<file path="src/design/adc_seq_pkg.sv">
// Shared constants for the converter sequencer register block
package adc_seq_pkg;
    // Register byte offsets on the register bus
    localparam logic [4:0] OFS_INPUT_SELECT = 5'h00;
    localparam logic [4:0] OFS_CONTROL_A = 5'h04;
    localparam logic [4:0] OFS_RESULT_LOW = 5'h08;
    localparam logic [4:0] OFS_RESULT_HIGH = 5'h0C;
    localparam logic [4:0] OFS_CONTROL_B = 5'h10;
    // Field positions in the input select register
    localparam int REF_MSB = 7;
    localparam int REF_LSB = 6;
    localparam int LADJ_BIT = 5;
    localparam int CHAN_MSB = 4;
    // Field positions in control register A
    localparam int EN_BIT = 7;
    localparam int START_BIT = 6;
    localparam int ATE_BIT = 5;
    localparam int DONE_BIT = 4;
    localparam int IE_BIT = 3;
    localparam int PS_MSB = 2;
    // Trigger source field in control register B
    localparam int TS_MSB = 2;
    // Values after reset
    localparam logic [7:0] INPUT_SELECT_RST = 8'h00;
    localparam logic [7:0] CONTROL_A_RST = 8'h00;
    localparam logic [2:0] TRIG_SRC_RST = 3'h0;
    localparam logic [9:0] RESULT_RST = 10'h000;
    // Reference codes
    localparam logic [1:0] REF_EXTERNAL = 2'h0;
    localparam logic [1:0] REF_SUPPLY = 2'h1;
    localparam logic [1:0] REF_RESERVED = 2'h2;
    localparam logic [1:0] REF_INTERNAL = 2'h3;
    // Channel code boundaries
    localparam logic [4:0] CHAN_SE_LAST = 5'h07;
    localparam logic [4:0] CHAN_GAIN_LAST = 5'h0F;
    localparam logic [4:0] CHAN_DIFF_LAST = 5'h1D;
    localparam logic [4:0] CHAN_BANDGAP = 5'h1E;
    localparam logic [4:0] CHAN_GROUND = 5'h1F;
    // Gain codes towards the analog core
    localparam logic [1:0] GAIN_1X = 2'h0;
    localparam logic [1:0] GAIN_10X = 2'h1;
    localparam logic [1:0] GAIN_200X = 2'h2;
    // Trigger code for free running
    localparam logic [2:0] TRIG_FREE_RUN = 3'h0;
    // Converter clock cycles per conversion
    localparam logic [4:0] CYCLES_FIRST = 5'd25;
    localparam logic [4:0] CYCLES_NORMAL = 5'd13;
    // Bus responses
    localparam logic [1:0] RESP_OKAY = 2'h0;
    localparam logic [1:0] RESP_SLVERR = 2'h2;
endpackage

</file>
<file path="src/design/adc_prescaler.sv">
// Converter clock enable divider
`timescale 1ns/1ps
module adc_prescaler (
    input wire logic aclk, // System clock
    input wire logic aresetn, // Synchronous reset, active low
    input wire logic run, // Divider runs while high
    input wire logic [2:0] select, // Division code
    output logic tick // One-cycle converter clock enable
);
    logic [6:0] count_q;

    // Division factor minus one for each code
    function automatic logic [6:0] div_last(input logic [2:0] code);
        unique case (code)
            3'h0, 3'h1: div_last = 7'h01;
            3'h2: div_last = 7'h03;
            3'h3: div_last = 7'h07;
            3'h4: div_last = 7'h0F;
            3'h5: div_last = 7'h1F;
            3'h6: div_last = 7'h3F;
            default: div_last = 7'h7F;
        endcase
    endfunction

    // Count restarts from zero whenever the converter idles
    always_ff @(posedge aclk) begin
        if (!aresetn || !run || tick) begin
            count_q <= 7'h00;
        end else begin
            count_q <= count_q + 7'h01;
        end
    end

    assign tick = run && (count_q >= div_last(select));

    a_tick_spacing: assert property (@(posedge aclk) disable iff (!aresetn)
        (tick && select == 3'h2) ##1 (run && select == 3'h2) [*4] |-> !$past(tick) && tick)
        else $error("divide by four tick spacing wrong");
endmodule // adc_prescaler

</file>
<file path="src/design/adc_result_hold.sv">
// Result register with atomic two-byte read and adjust view
`timescale 1ns/1ps
module adc_result_hold (
    input wire logic aclk, // System clock
    input wire logic aresetn, // Synchronous reset, active low
    input wire logic update, // Conversion result ready
    input wire logic [9:0] new_result, // Result to store
    input wire logic left_adjust, // Presentation select
    input wire logic read_low, // Low byte read pulse
    input wire logic read_high, // High byte read pulse
    output logic [7:0] high_byte, // High byte view
    output logic [7:0] low_byte, // Low byte view
    output logic locked // Updates blocked
);
    logic [9:0] result_q;
    logic lock_q;

    // Lock between low and high byte reads keeps the pair coherent
    always_ff @(posedge aclk) begin
        if (!aresetn) begin
            lock_q <= 1'b0;
        end else if (read_high) begin
            lock_q <= 1'b0;
        end else if (read_low) begin
            lock_q <= 1'b1;
        end
    end

    // A result finishing while locked is dropped, not queued
    always_ff @(posedge aclk) begin
        if (!aresetn) begin
            result_q <= adc_seq_pkg::RESULT_RST;
        end else if (update && !lock_q) begin
            result_q <= new_result;
        end
    end

    // View follows the adjust bit at once, even mid-conversion
    assign high_byte = left_adjust ? result_q[9:2] : {6'h00, result_q[9:8]};
    assign low_byte = left_adjust ? {result_q[1:0], 6'h00} : result_q[7:0];
    assign locked = lock_q;

    a_lock_holds: assert property (@(posedge aclk) disable iff (!aresetn)
        lock_q && update |=> $stable(result_q))
        else $error("result changed while locked");
endmodule // adc_result_hold

</file>
<file path="src/design/adc_sequencer_regs.sv">
// Converter sequencer: registers, conversion timing, triggers and result
//
// Contract
// - Reference field bits 7:6: 00 external, 01 supply, 10 reserved, 11 internal.
// - Reference and channel writes mid-conversion apply from the next conversion.
// - Adjust bit 5 selects left when one; view changes immediately.
// - Channel codes 0-7 single-ended inputs, 11110 bandgap, 11111 ground.
// - Codes 01000-01111 differential 10x/200x; 10000-11101 differential 1x.
// - Enable bit 7 turns converter on; clearing it aborts a running conversion.
// - Start bit 6 starts one conversion; in free running only the first.
// - First conversion after enabling takes 25 converter cycles, later ones 13; when enable and start are written together the second also takes 25.
// - Start bit reads one while converting; writing zero does nothing.
// - With auto trigger on, each rising edge of selected trigger starts a conversion.
// - Done flag bit 4 sets when conversion completes and data updated.
// - Done flag clears on interrupt acknowledge or writing one; zero leaves it.
// - Interrupt request while done flag, enable bit 3 and global enable all set.
// - Prescaler field divides system clock by 2,2,4,8,16,32,64,128.
// - Right: high holds bits 9:8, low 7:0; left: high 9:2, low top 1:0.
// - Low byte read blocks result updates until high byte read; software reads low first.
// - Differential results are presented in two's complement.
// - Control B bits 7:3 read zero; trigger field inert without auto trigger.
// - Trigger codes: free run, comparator, ext int 0, timer flags, capture.
// - Switching from a clear source to a set source makes a trigger edge.
// - Switching to free running makes no trigger edge, even with flag set.
// - Single-ended result is unsigned, 0x3FF is reference minus one step.
// - Differential result spans 0x200 to 0x1FF, bit 9 the sign.
//
// The AXI4-Lite register port and the placing of the registers were left to the implementer.
`timescale 1ns/1ps
module adc_sequencer_regs (
    input wire logic aclk, // System clock, 25 MHz
    input wire logic aresetn, // Synchronous reset, active low
    input wire logic [31:0] s_axil_awaddr, // Write address
    input wire logic s_axil_awvalid, // Write address valid
    output logic s_axil_awready, // Write address ready
    input wire logic [31:0] s_axil_wdata, // Write data
    input wire logic [3:0] s_axil_wstrb, // Write byte strobes
    input wire logic s_axil_wvalid, // Write data valid
    output logic s_axil_wready, // Write data ready
    output logic [1:0] s_axil_bresp, // Write response
    output logic s_axil_bvalid, // Write response valid
    input wire logic s_axil_bready, // Write response ready
    input wire logic [31:0] s_axil_araddr, // Read address
    input wire logic s_axil_arvalid, // Read address valid
    output logic s_axil_arready, // Read address ready
    output logic [31:0] s_axil_rdata, // Read data
    output logic [1:0] s_axil_rresp, // Read response
    output logic s_axil_rvalid, // Read data valid
    input wire logic s_axil_rready, // Read data ready
    input wire logic global_irq_enable, // CPU global interrupt enable
    input wire logic irq_ack, // Interrupt vector taken, pulse
    output logic conversion_irq, // Conversion complete request
    input wire logic [6:0] trigger_flags, // Trigger flags for codes 1 to 7
    input wire logic [9:0] core_result, // Raw code from analog core
    output logic converter_enable, // Analog core powered
    output logic [1:0] reference_select, // Reference in use
    output logic [4:0] channel_gain_select, // Channel code in use
    output logic differential_mode, // Differential pair selected
    output logic [1:0] gain_select, // Gain code for the pair
    output logic sample_start, // Conversion begins, pulse
    output logic conversion_active, // Conversion running
    output logic init_conversion, // Long first conversion running with more than 13 converter cycles left
    output logic adc_clock_tick // Converter clock enable
);
    typedef enum logic [1:0] {
        ST_IDLE = 2'b01,
        ST_CONVERT = 2'b10
    } conv_state_t;

    conv_state_t state_q;
    logic [7:0] input_select_q;
    logic enable_q, ate_q, done_q, ie_q, first_q;
    logic [2:0] prescale_q, trig_src_q;
    logic [4:0] cycles_q;
    logic trig_prev_q;
    logic [1:0] ref_use_q;
    logic [4:0] chan_use_q;
    logic wr_go, rd_go;
    logic [4:0] wr_ofs, rd_ofs;
    logic [7:0] wbyte;
    logic wr_sel_a, wr_sel_b, wr_sel_mux;
    logic trig_now, trig_edge, start_req, finish;
    logic [7:0] res_high, res_low;
    logic res_locked;
    logic [9:0] presented;

    // True for any differential channel code
    function automatic logic is_diff(input logic [4:0] code);
        is_diff = (code > adc_seq_pkg::CHAN_SE_LAST) && (code <= adc_seq_pkg::CHAN_DIFF_LAST);
    endfunction

    // Gain for a channel code; single-ended codes report unity
    function automatic logic [1:0] gain_of(input logic [4:0] code);
        if (code > adc_seq_pkg::CHAN_SE_LAST && code <= adc_seq_pkg::CHAN_GAIN_LAST) begin
            gain_of = code[1] ? adc_seq_pkg::GAIN_200X : adc_seq_pkg::GAIN_10X;
        end else begin
            gain_of = adc_seq_pkg::GAIN_1X;
        end
    endfunction

    // Bus handshakes: write needs address and data together
    assign wr_go = s_axil_awvalid && s_axil_wvalid && !s_axil_bvalid;
    assign s_axil_awready = wr_go;
    assign s_axil_wready = wr_go;
    assign rd_go = s_axil_arvalid && !s_axil_rvalid;
    assign s_axil_arready = rd_go;
    assign wr_ofs = s_axil_awaddr[4:0];
    assign rd_ofs = s_axil_araddr[4:0];
    assign wbyte = s_axil_wdata[7:0];

    // Only byte lane zero carries register data
    assign wr_sel_mux = wr_go && s_axil_wstrb[0] && wr_ofs == adc_seq_pkg::OFS_INPUT_SELECT;
    assign wr_sel_a = wr_go && s_axil_wstrb[0] && wr_ofs == adc_seq_pkg::OFS_CONTROL_A;
    assign wr_sel_b = wr_go && s_axil_wstrb[0] && wr_ofs == adc_seq_pkg::OFS_CONTROL_B;

    // Decode of a mapped byte address
    function automatic logic mapped(input logic [31:0] addr);
        mapped = (addr[31:5] == 27'h0) && (addr[4:0] == adc_seq_pkg::OFS_INPUT_SELECT ||
            addr[4:0] == adc_seq_pkg::OFS_CONTROL_A || addr[4:0] == adc_seq_pkg::OFS_RESULT_LOW ||
            addr[4:0] == adc_seq_pkg::OFS_RESULT_HIGH || addr[4:0] == adc_seq_pkg::OFS_CONTROL_B);
    endfunction

    // Write response, one cycle after the write is taken
    always_ff @(posedge aclk) begin
        if (!aresetn) begin
            s_axil_bvalid <= 1'b0;
            s_axil_bresp <= adc_seq_pkg::RESP_OKAY;
        end else if (wr_go) begin
            s_axil_bvalid <= 1'b1;
            s_axil_bresp <= mapped(s_axil_awaddr) ? adc_seq_pkg::RESP_OKAY : adc_seq_pkg::RESP_SLVERR;
        end else if (s_axil_bready) begin
            s_axil_bvalid <= 1'b0;
        end
    end

    // Read data, registered one cycle after the address is taken
    always_ff @(posedge aclk) begin
        if (!aresetn) begin
            s_axil_rvalid <= 1'b0;
            s_axil_rdata <= 32'h0000_0000;
            s_axil_rresp <= adc_seq_pkg::RESP_OKAY;
        end else if (rd_go) begin
            s_axil_rvalid <= 1'b1;
            s_axil_rresp <= mapped(s_axil_araddr) ? adc_seq_pkg::RESP_OKAY : adc_seq_pkg::RESP_SLVERR;
            if (s_axil_araddr[31:5] != 27'h0) begin
                s_axil_rdata <= 32'h0000_0000;
            end else begin
                unique case (rd_ofs)
                    adc_seq_pkg::OFS_INPUT_SELECT: s_axil_rdata <= {24'h000000, input_select_q};
                    adc_seq_pkg::OFS_CONTROL_A: s_axil_rdata <= {24'h000000, enable_q,
                        conversion_active, ate_q, done_q, ie_q, prescale_q};
                    adc_seq_pkg::OFS_RESULT_LOW: s_axil_rdata <= {24'h000000, res_low};
                    adc_seq_pkg::OFS_RESULT_HIGH: s_axil_rdata <= {24'h000000, res_high};
                    adc_seq_pkg::OFS_CONTROL_B: s_axil_rdata <= {29'h0000_0000, trig_src_q};
                    default: s_axil_rdata <= 32'h0000_0000;
                endcase
            end
        end else if (s_axil_rready) begin
            s_axil_rvalid <= 1'b0;
        end
    end

    // Input select register; reference codes reach the core at the next conversion start
    always_ff @(posedge aclk) begin
        if (!aresetn) begin
            input_select_q <= adc_seq_pkg::INPUT_SELECT_RST;
        end else if (wr_sel_mux) begin
            input_select_q <= wbyte;
        end
    end

    // Control A plain bits and control B trigger field
    always_ff @(posedge aclk) begin
        if (!aresetn) begin
            enable_q <= adc_seq_pkg::CONTROL_A_RST[adc_seq_pkg::EN_BIT];
            ate_q <= adc_seq_pkg::CONTROL_A_RST[adc_seq_pkg::ATE_BIT];
            ie_q <= adc_seq_pkg::CONTROL_A_RST[adc_seq_pkg::IE_BIT];
            prescale_q <= adc_seq_pkg::CONTROL_A_RST[adc_seq_pkg::PS_MSB:0];
            trig_src_q <= adc_seq_pkg::TRIG_SRC_RST;
        end else begin
            if (wr_sel_a) begin
                enable_q <= wbyte[adc_seq_pkg::EN_BIT];
                ate_q <= wbyte[adc_seq_pkg::ATE_BIT];
                ie_q <= wbyte[adc_seq_pkg::IE_BIT];
                prescale_q <= wbyte[adc_seq_pkg::PS_MSB:0];
            end
            if (wr_sel_b) begin
                trig_src_q <= wbyte[adc_seq_pkg::TS_MSB:0];
            end
        end
    end

    // Long first conversion is owed after every enable
    always_ff @(posedge aclk) begin
        if (!aresetn || !enable_q) begin
            first_q <= 1'b1;
        end else if (sample_start) begin
            first_q <= 1'b0;
        end
    end

    // Selected trigger; free running has no flag of its own
    assign trig_now = (trig_src_q == adc_seq_pkg::TRIG_FREE_RUN) ? 1'b0 :
        trigger_flags[trig_src_q - 3'h1];

    // Previous level follows the selection, so a switch can make an edge
    always_ff @(posedge aclk) begin
        if (!aresetn) begin
            trig_prev_q <= 1'b0;
        end else begin
            trig_prev_q <= trig_now;
        end
    end

    assign trig_edge = ate_q && trig_now && !trig_prev_q;

    // Start requests: start bit write, trigger edge, free-run restart
    assign start_req = (wr_sel_a && wbyte[adc_seq_pkg::START_BIT] && wbyte[adc_seq_pkg::EN_BIT])
        || (enable_q && trig_edge)
        || (enable_q && ate_q && trig_src_q == adc_seq_pkg::TRIG_FREE_RUN && finish);

    assign finish = state_q == ST_CONVERT && adc_clock_tick && cycles_q == 5'd1;
    assign sample_start = start_req && !(wr_sel_a && !wbyte[adc_seq_pkg::EN_BIT])
        && (state_q == ST_IDLE || (finish && enable_q));
    assign conversion_active = state_q == ST_CONVERT;
    assign init_conversion = conversion_active && cycles_q > adc_seq_pkg::CYCLES_NORMAL;

    // Conversion sequencer, timed in converter clock cycles
    always_ff @(posedge aclk) begin
        if (!aresetn || !enable_q && !(wr_sel_a && wbyte[adc_seq_pkg::EN_BIT])) begin
            state_q <= ST_IDLE;
            cycles_q <= 5'd0;
        end else if (wr_sel_a && !wbyte[adc_seq_pkg::EN_BIT]) begin
            state_q <= ST_IDLE;
            cycles_q <= 5'd0;
        end else if (sample_start) begin
            state_q <= ST_CONVERT;
            cycles_q <= (first_q || !enable_q) ? adc_seq_pkg::CYCLES_FIRST : adc_seq_pkg::CYCLES_NORMAL;
        end else if (finish) begin
            state_q <= ST_IDLE;
            cycles_q <= 5'd0;
        end else if (state_q == ST_CONVERT && adc_clock_tick) begin
            cycles_q <= cycles_q - 5'd1;
        end
    end

    // Selections are caught at each start, so mid-conversion writes wait
    always_ff @(posedge aclk) begin
        if (!aresetn) begin
            ref_use_q <= adc_seq_pkg::REF_EXTERNAL;
            chan_use_q <= 5'h00;
        end else if (sample_start) begin
            ref_use_q <= input_select_q[adc_seq_pkg::REF_MSB:adc_seq_pkg::REF_LSB];
            chan_use_q <= input_select_q[adc_seq_pkg::CHAN_MSB:0];
        end
    end

    // Done flag: completion wins over a same-cycle clear
    always_ff @(posedge aclk) begin
        if (!aresetn) begin
            done_q <= 1'b0;
        end else if (finish) begin
            done_q <= 1'b1;
        end else if (irq_ack || (wr_sel_a && wbyte[adc_seq_pkg::DONE_BIT])) begin
            done_q <= 1'b0;
        end
    end

    assign conversion_irq = done_q && ie_q && global_irq_enable;

    // Core hands differential codes offset by half scale; flip sign bit
    assign presented = is_diff(chan_use_q) ? {~core_result[9], core_result[8:0]} : core_result;

    adc_prescaler u_prescaler (
        .aclk(aclk),
        .aresetn(aresetn),
        .run(conversion_active),
        .select(prescale_q),
        .tick(adc_clock_tick)
    );

    adc_result_hold u_result (
        .aclk(aclk),
        .aresetn(aresetn),
        .update(finish),
        .new_result(presented),
        .left_adjust(input_select_q[adc_seq_pkg::LADJ_BIT]),
        .read_low(rd_go && s_axil_araddr == {27'h0, adc_seq_pkg::OFS_RESULT_LOW}),
        .read_high(rd_go && s_axil_araddr == {27'h0, adc_seq_pkg::OFS_RESULT_HIGH}),
        .high_byte(res_high),
        .low_byte(res_low),
        .locked(res_locked)
    );

    // Core-facing selections
    assign converter_enable = enable_q;
    assign reference_select = ref_use_q;
    assign channel_gain_select = chan_use_q;
    assign differential_mode = is_diff(chan_use_q);
    assign gain_select = gain_of(chan_use_q);

    a_sel_frozen: assert property (@(posedge aclk) disable iff (!aresetn)
        conversion_active && !sample_start |=> $stable(chan_use_q) && $stable(ref_use_q))
        else $error("selection changed mid-conversion");
    a_abort_on_off: assert property (@(posedge aclk) disable iff (!aresetn)
        wr_sel_a && !wbyte[adc_seq_pkg::EN_BIT] |=> !conversion_active)
        else $error("disable did not abort conversion");
    a_first_long: assert property (@(posedge aclk) disable iff (!aresetn)
        sample_start && first_q |=> cycles_q == 5'd25)
        else $error("first conversion not 25 cycles");
    a_later_short: assert property (@(posedge aclk) disable iff (!aresetn)
        sample_start && !first_q && enable_q |=> cycles_q == 5'd13)
        else $error("later conversion not 13 cycles");
    a_done_sets: assert property (@(posedge aclk) disable iff (!aresetn)
        finish |=> done_q)
        else $error("done flag not set on completion");
    a_zero_keeps: assert property (@(posedge aclk) disable iff (!aresetn)
        done_q && wr_sel_a && !wbyte[adc_seq_pkg::DONE_BIT] && !irq_ack |=> done_q)
        else $error("writing zero cleared done flag");
    a_irq_gate: assert property (@(posedge aclk) disable iff (!aresetn)
        conversion_irq == (done_q && ie_q && global_irq_enable))
        else $error("interrupt gating wrong");
    a_trig_starts: assert property (@(posedge aclk) disable iff (!aresetn)
        enable_q && trig_edge && !conversion_active && !wr_sel_a |-> sample_start)
        else $error("trigger edge did not start conversion");
    a_free_no_edge: assert property (@(posedge aclk) disable iff (!aresetn)
        trig_src_q == adc_seq_pkg::TRIG_FREE_RUN |-> !trig_edge)
        else $error("free running produced a trigger edge");
    a_free_restart: assert property (@(posedge aclk) disable iff (!aresetn)
        finish && enable_q && ate_q && trig_src_q == adc_seq_pkg::TRIG_FREE_RUN && !wr_sel_a
        |=> conversion_active)
        else $error("free running did not restart");
    a_ack_clears: assert property (@(posedge aclk) disable iff (!aresetn)
        irq_ack && !finish |=> !done_q)
        else $error("interrupt acknowledge left done flag set");
    a_trig_inert: assert property (@(posedge aclk) disable iff (!aresetn)
        !ate_q |-> !trig_edge)
        else $error("trigger edge without auto trigger");
    a_init_marked: assert property (@(posedge aclk) disable iff (!aresetn)
        sample_start && first_q |=> init_conversion)
        else $error("first conversion not marked as initialising");
    a_ctrlb_zero: assert property (@(posedge aclk) disable iff (!aresetn)
        rd_go && s_axil_araddr == {27'h0, adc_seq_pkg::OFS_CONTROL_B} |=> s_axil_rdata[31:3] == 29'h0)
        else $error("reserved control B bits not zero");
endmodule // adc_sequencer_regs

</file>
<file path="config.mk">
export PLATFORM = sky130hd
export DESIGN_NAME = adc_sequencer_regs
export DESIGN_NICKNAME = d
export VERILOG_FILES = /design/src/design/adc_seq_pkg.sv /design/src/design/adc_prescaler.sv /design/src/design/adc_result_hold.sv /design/src/design/adc_sequencer_regs.sv
export SDC_FILE = /design/constraint.sdc
export NUM_CORES = 1
export LEC_CHECK = 0
export ABC_AREA = 1
export BUFFER_PORTS_ARGS = -buffer_cell sky130_fd_sc_hd__buf_2
export CORE_MARGIN = 10
export CORE_UTILIZATION = 35
export CTS_CLUSTER_SIZE = 12
export DETAILED_ROUTE_END_ITERATION = 8
export PLACE_DENSITY_LB_ADDON = 0.1
export SYNTH_ARGS = -nofsm -noshare
export SYNTH_HDL_FRONTEND = slang
export SYNTH_HIERARCHICAL = 1
export SYNTH_SLANG_ARGS = --single-unit
</file>
<file path="constraint.sdc">
create_clock -name aclk -period 3.18 [get_ports aclk]
set_input_delay 0.318 -clock aclk [delete_from_list [all_inputs] [get_ports aclk]]
set_output_delay 0.318 -clock aclk [all_outputs]
set_load 0.01 [all_outputs]
</file>
==> qor.yml <==
start_kind: "register"
htree_levels: 3
clockRootBuffer: "clkbuf_8"
antenna_found_initial: 0
drive_gt1_share_pct: 24.9
io_buffers: 129
synth_compound_area_share_pct: 12.3
synth_mux_area_share_pct: 0
cts_buffers: 9
p_int_mw: 1.27
r2r_start: "prescale_q[1]"
synth-seq-cells: 64
tightest_slew_ns: 0.657
avgSynthCellArea_um2: 6.64
slowest_delay_ns: 0.38
leakagePower_nw: 2.33
holdCritStartpoint: "s_axil_wdata[6]"
crit_path_top_delay_cell: "dfxtp_4"
yosys.area_share.simple_pct: 34.1
period_share_pct: 91.8
cts.sinks: 64
worst-path-buf-inv: 3
ant_nets: 0
final.setup.tns_ns: 0
ys_types: 41
dp.cells: 834
worst_ep_required_time_ns: 2.86
reg2regPathDepth: 13
setup_viol: 0
finalMaxSlewViolations: 0
fillers: 1197
fmax_ghz: 0.343
wl_mm: 11.5
clock-skew-final_ns: 0.00876
crit_path_end_kind: "output pin"
vias: 3896
yosysWarningCount: 6
fp.dieH_um: 124
arrival_ns: 2.60
nNetsFinal: 842
grt_pass1_vias: 4067
rows: 38
die_area_mm2: 0.0155
drt_pre_antenna_iters: 6
insertion_delay_ns: 0.34
finalNonFillerCells: 850
synth-main-ff-cell: "dfxtp_1"
postSynthCellCount: 574
syn-cell-area_mm2: 0.00381
n_antenna_cell: 0
grt_max_degree: 38
wl_per_cell_um: 13.6
hold_path_depth: 3
synth_xor_area_share_pct: 1.38
grt_setup_unrepaired: "false"
cts.path.max_buffers: 2
grt_first_pass_wirelength_mm: 19.0
path_max_fanout: 17
core_mm2: 0.0107
hp-class: "in -> reg"
seq_power_share_pct: 48.3
cts_setup_buffers: 0
peakVddDrop_v: 0.000140
routed_via_density: 4.58
max_slew_margin_pct: 56.2
synthAdderAreaFrac_pct: 3.61
final-hold-violation-count: 0
min_period_ns: 2.92
synth_edf_count: 0
grt_use_total_pct: 14.5
critical-path-top-delay-family: "simple AND/OR/NAND/NOR gates"
crit_chain: "nand3_1 -> ha_1 -> nand2_1 -> nor2_1 -> nand3_2 -> a21boi_4 -> nand3_4 -> nor2_4 -> nand2_2 -> o21ai_2 -> nand2_1 -> inv_2 -> nand2_8 -> inv_6 -> buf_2"
cts_tree: "done"
rrSetupSlack_ns: 0.79
outcome: "finished, final reports clean"
combPwrFrac_pct: 8.8
clock_power_share_pct: 42.9
rr_endpoint: "u_result/result_q[9]"
swShare_pct: 24.0
ys_async_sr_fraction_pct: 0
area_delta_synth_final_pct: 24.0
cp_num_cells: 15
gp_congestion: 0.822
yosysSeqAreaShare_pct: 33.6
cpMostUsedCell: "nand2_1"
worstSetupPathType: "reg -> out"
overflow: 0
ioPinCount: 183
die_w_um: 124
drc: 0
dp_hpwl_mm: 9.38
worstHoldEndpoint: "input_select_q[6]"
synth_top_family_by_area: "simple AND/OR/NAND/NOR gates"
clk_pin_slew_ns: 0.07
initial_core_util_pct: 35.5
max_cap_viol_count: 0
p_switching_mw: 0.402
p_per_area_mw_per_mm2: 354
drt_iter0_drc: 142
## layout by cell type (no fill, tap or decap), types with 2 or more instances in the layout
cell type	instances
o211ai_1	4
clkbuf_8	11
xor2_1	3
nor4_1	10
nand3_1	31
and3_1	2
clkinv_2	3
o21ai_2	2
nor2_4	3
o21ai_0	27
nand3_2	3
a31oi_1	2
nand3_4	2
nor2_1	93
nor2_2	6
inv_2	3
buf_4	2
inv_1	78
a211oi_1	4
nand2_1	118
nand2_2	3
buf_2	129
nor3_1	6
clkbuf_1	2
o21bai_1	2
nand4_1	8
dfxtp_4	2
conb_1	26
o21ai_1	4
o2111ai_1	2
a21oi_1	32
ha_1	11
xnor2_1	3
dfxtp_1	61
## metal layers
layer	global-route usage [%]	wire length, µm
met2	26.1	5870
met5	0	0
met1	15.8	4830
met4	4.04	96
met3	4.85	726
## synthesized netlist by cell type (6+ instances only)
| master | count | area share (%) |
|---|---|---|
| nand2_1 | 118 | 12 |
| nor2_2 | 6 | 0.98 |
| dfxtp_1 | 64 | 34 |
| ha_1 | 11 | 3.6 |
| a21oi_1 | 32 | 4.2 |
| inv_1 | 78 | 7.7 |
| buf_4 | 27 | 5.3 |
| nand4_1 | 8 | 1.3 |
| o21ai_0 | 27 | 3.5 |
| nor4_1 | 10 | 1.6 |
| nor3_1 | 6 | 0.79 |
| nand3_1 | 31 | 4.1 |
| nor2_1 | 93 | 9.2 |
## cell families after synthesis
kind of cell / Yosys count
buf+inv: 119
flops: 64
compound gates: 82
simple gates: 291
xor+xnor: 6
fa+ha+maj: 11
other cells: 1
## worst max path at each step
stage	slack, ns	endpoint	from
2_1_floorplan	0.53	sample_start	prescale_q[2]
3_3_place_gp	0.33	sample_start	prescale_q[2]
3_5_place_dp	0.21	sample_start	prescale_q[2]
4_1_cts	0.05	sample_start	prescale_q[0]
5_1_grt	0.03	sample_start	prescale_q[1]
6_report	0.26	sample_start	prescale_q[1]
## power groups by stage
| stage | combinational [mW] | sequential [mW] | clock [mW] |
|---|---|---|---|
| 2_1_floorplan | 0.0869 | 0.828 | 0 |
| 4_1_cts | 0.147 | 0.808 | 0.747 |
| 5_1_grt | 0.167 | 0.807 | 0.772 |
| 3_5_place_dp | 0.147 | 0.827 | 0 |
| 6_report | 0.147 | 0.807 | 0.718 |
| 3_3_place_gp | 0.145 | 0.827 | 0 |
## tightest hold or removal path: cells and delay by family
| family | cells | cell delay (ns) |
|---|---|---|
| simple gates | 2 | 0.12 |
| buf+inv | 1 | 0.10 |
## registers in the layout, summed over array words and instances, names as in the netlist, 3 cells and up
name	cells
channel_gain_select	5
cycles_q	5
input_select_q	8
prescale_q	3
s_axil_rdata	8
trig_src_q	3
u_prescaler/count_q	7
u_result/result_q	10
## what timing repair did
| item | in CTS | in global routing |
|---|---|---|
| pin swaps | 0 | 0 |
| resized for setup | 4 | 8 |
| hold buffers | 0 | 0 |
| endpoints found under the setup margin | 1 | 1 |
## cell type report
| class | instances | area (µm²) | area share [%] |
|---|---|---|---|
| clock buffers | 13 | 159 | 3.36 |
| clock inverters | 3 | 40.0 | 0.847 |
| inverters | 83 | 318 | 6.72 |
| multi-input cells | 416 | 2080 | 44.1 |
| flip-flops and latches | 64 | 1290 | 27.3 |
| well taps | 140 | 175 | 3.71 |
| repair buffers | 131 | 661 | 14.0 |
## per-stage QoR
step	instance area [µm²]	worst slack [ns]	hold slack, ns	total power [mW]	utilization [%]
after floorplan	3910	0.533	0.430	0.915	-
after global placement	4490	0.328	0.440	0.971	41.8
after detailed placement	4490	0.209	0.446	0.974	41.8
after CTS	4690	0.0537	0.225	1.70	43.7
after global routing	4730	0.0345	0.265	1.75	44.0
final	4730	0.262	0.243	1.67	44.0
No activity file was read; power rests on OpenSTA's default activity.
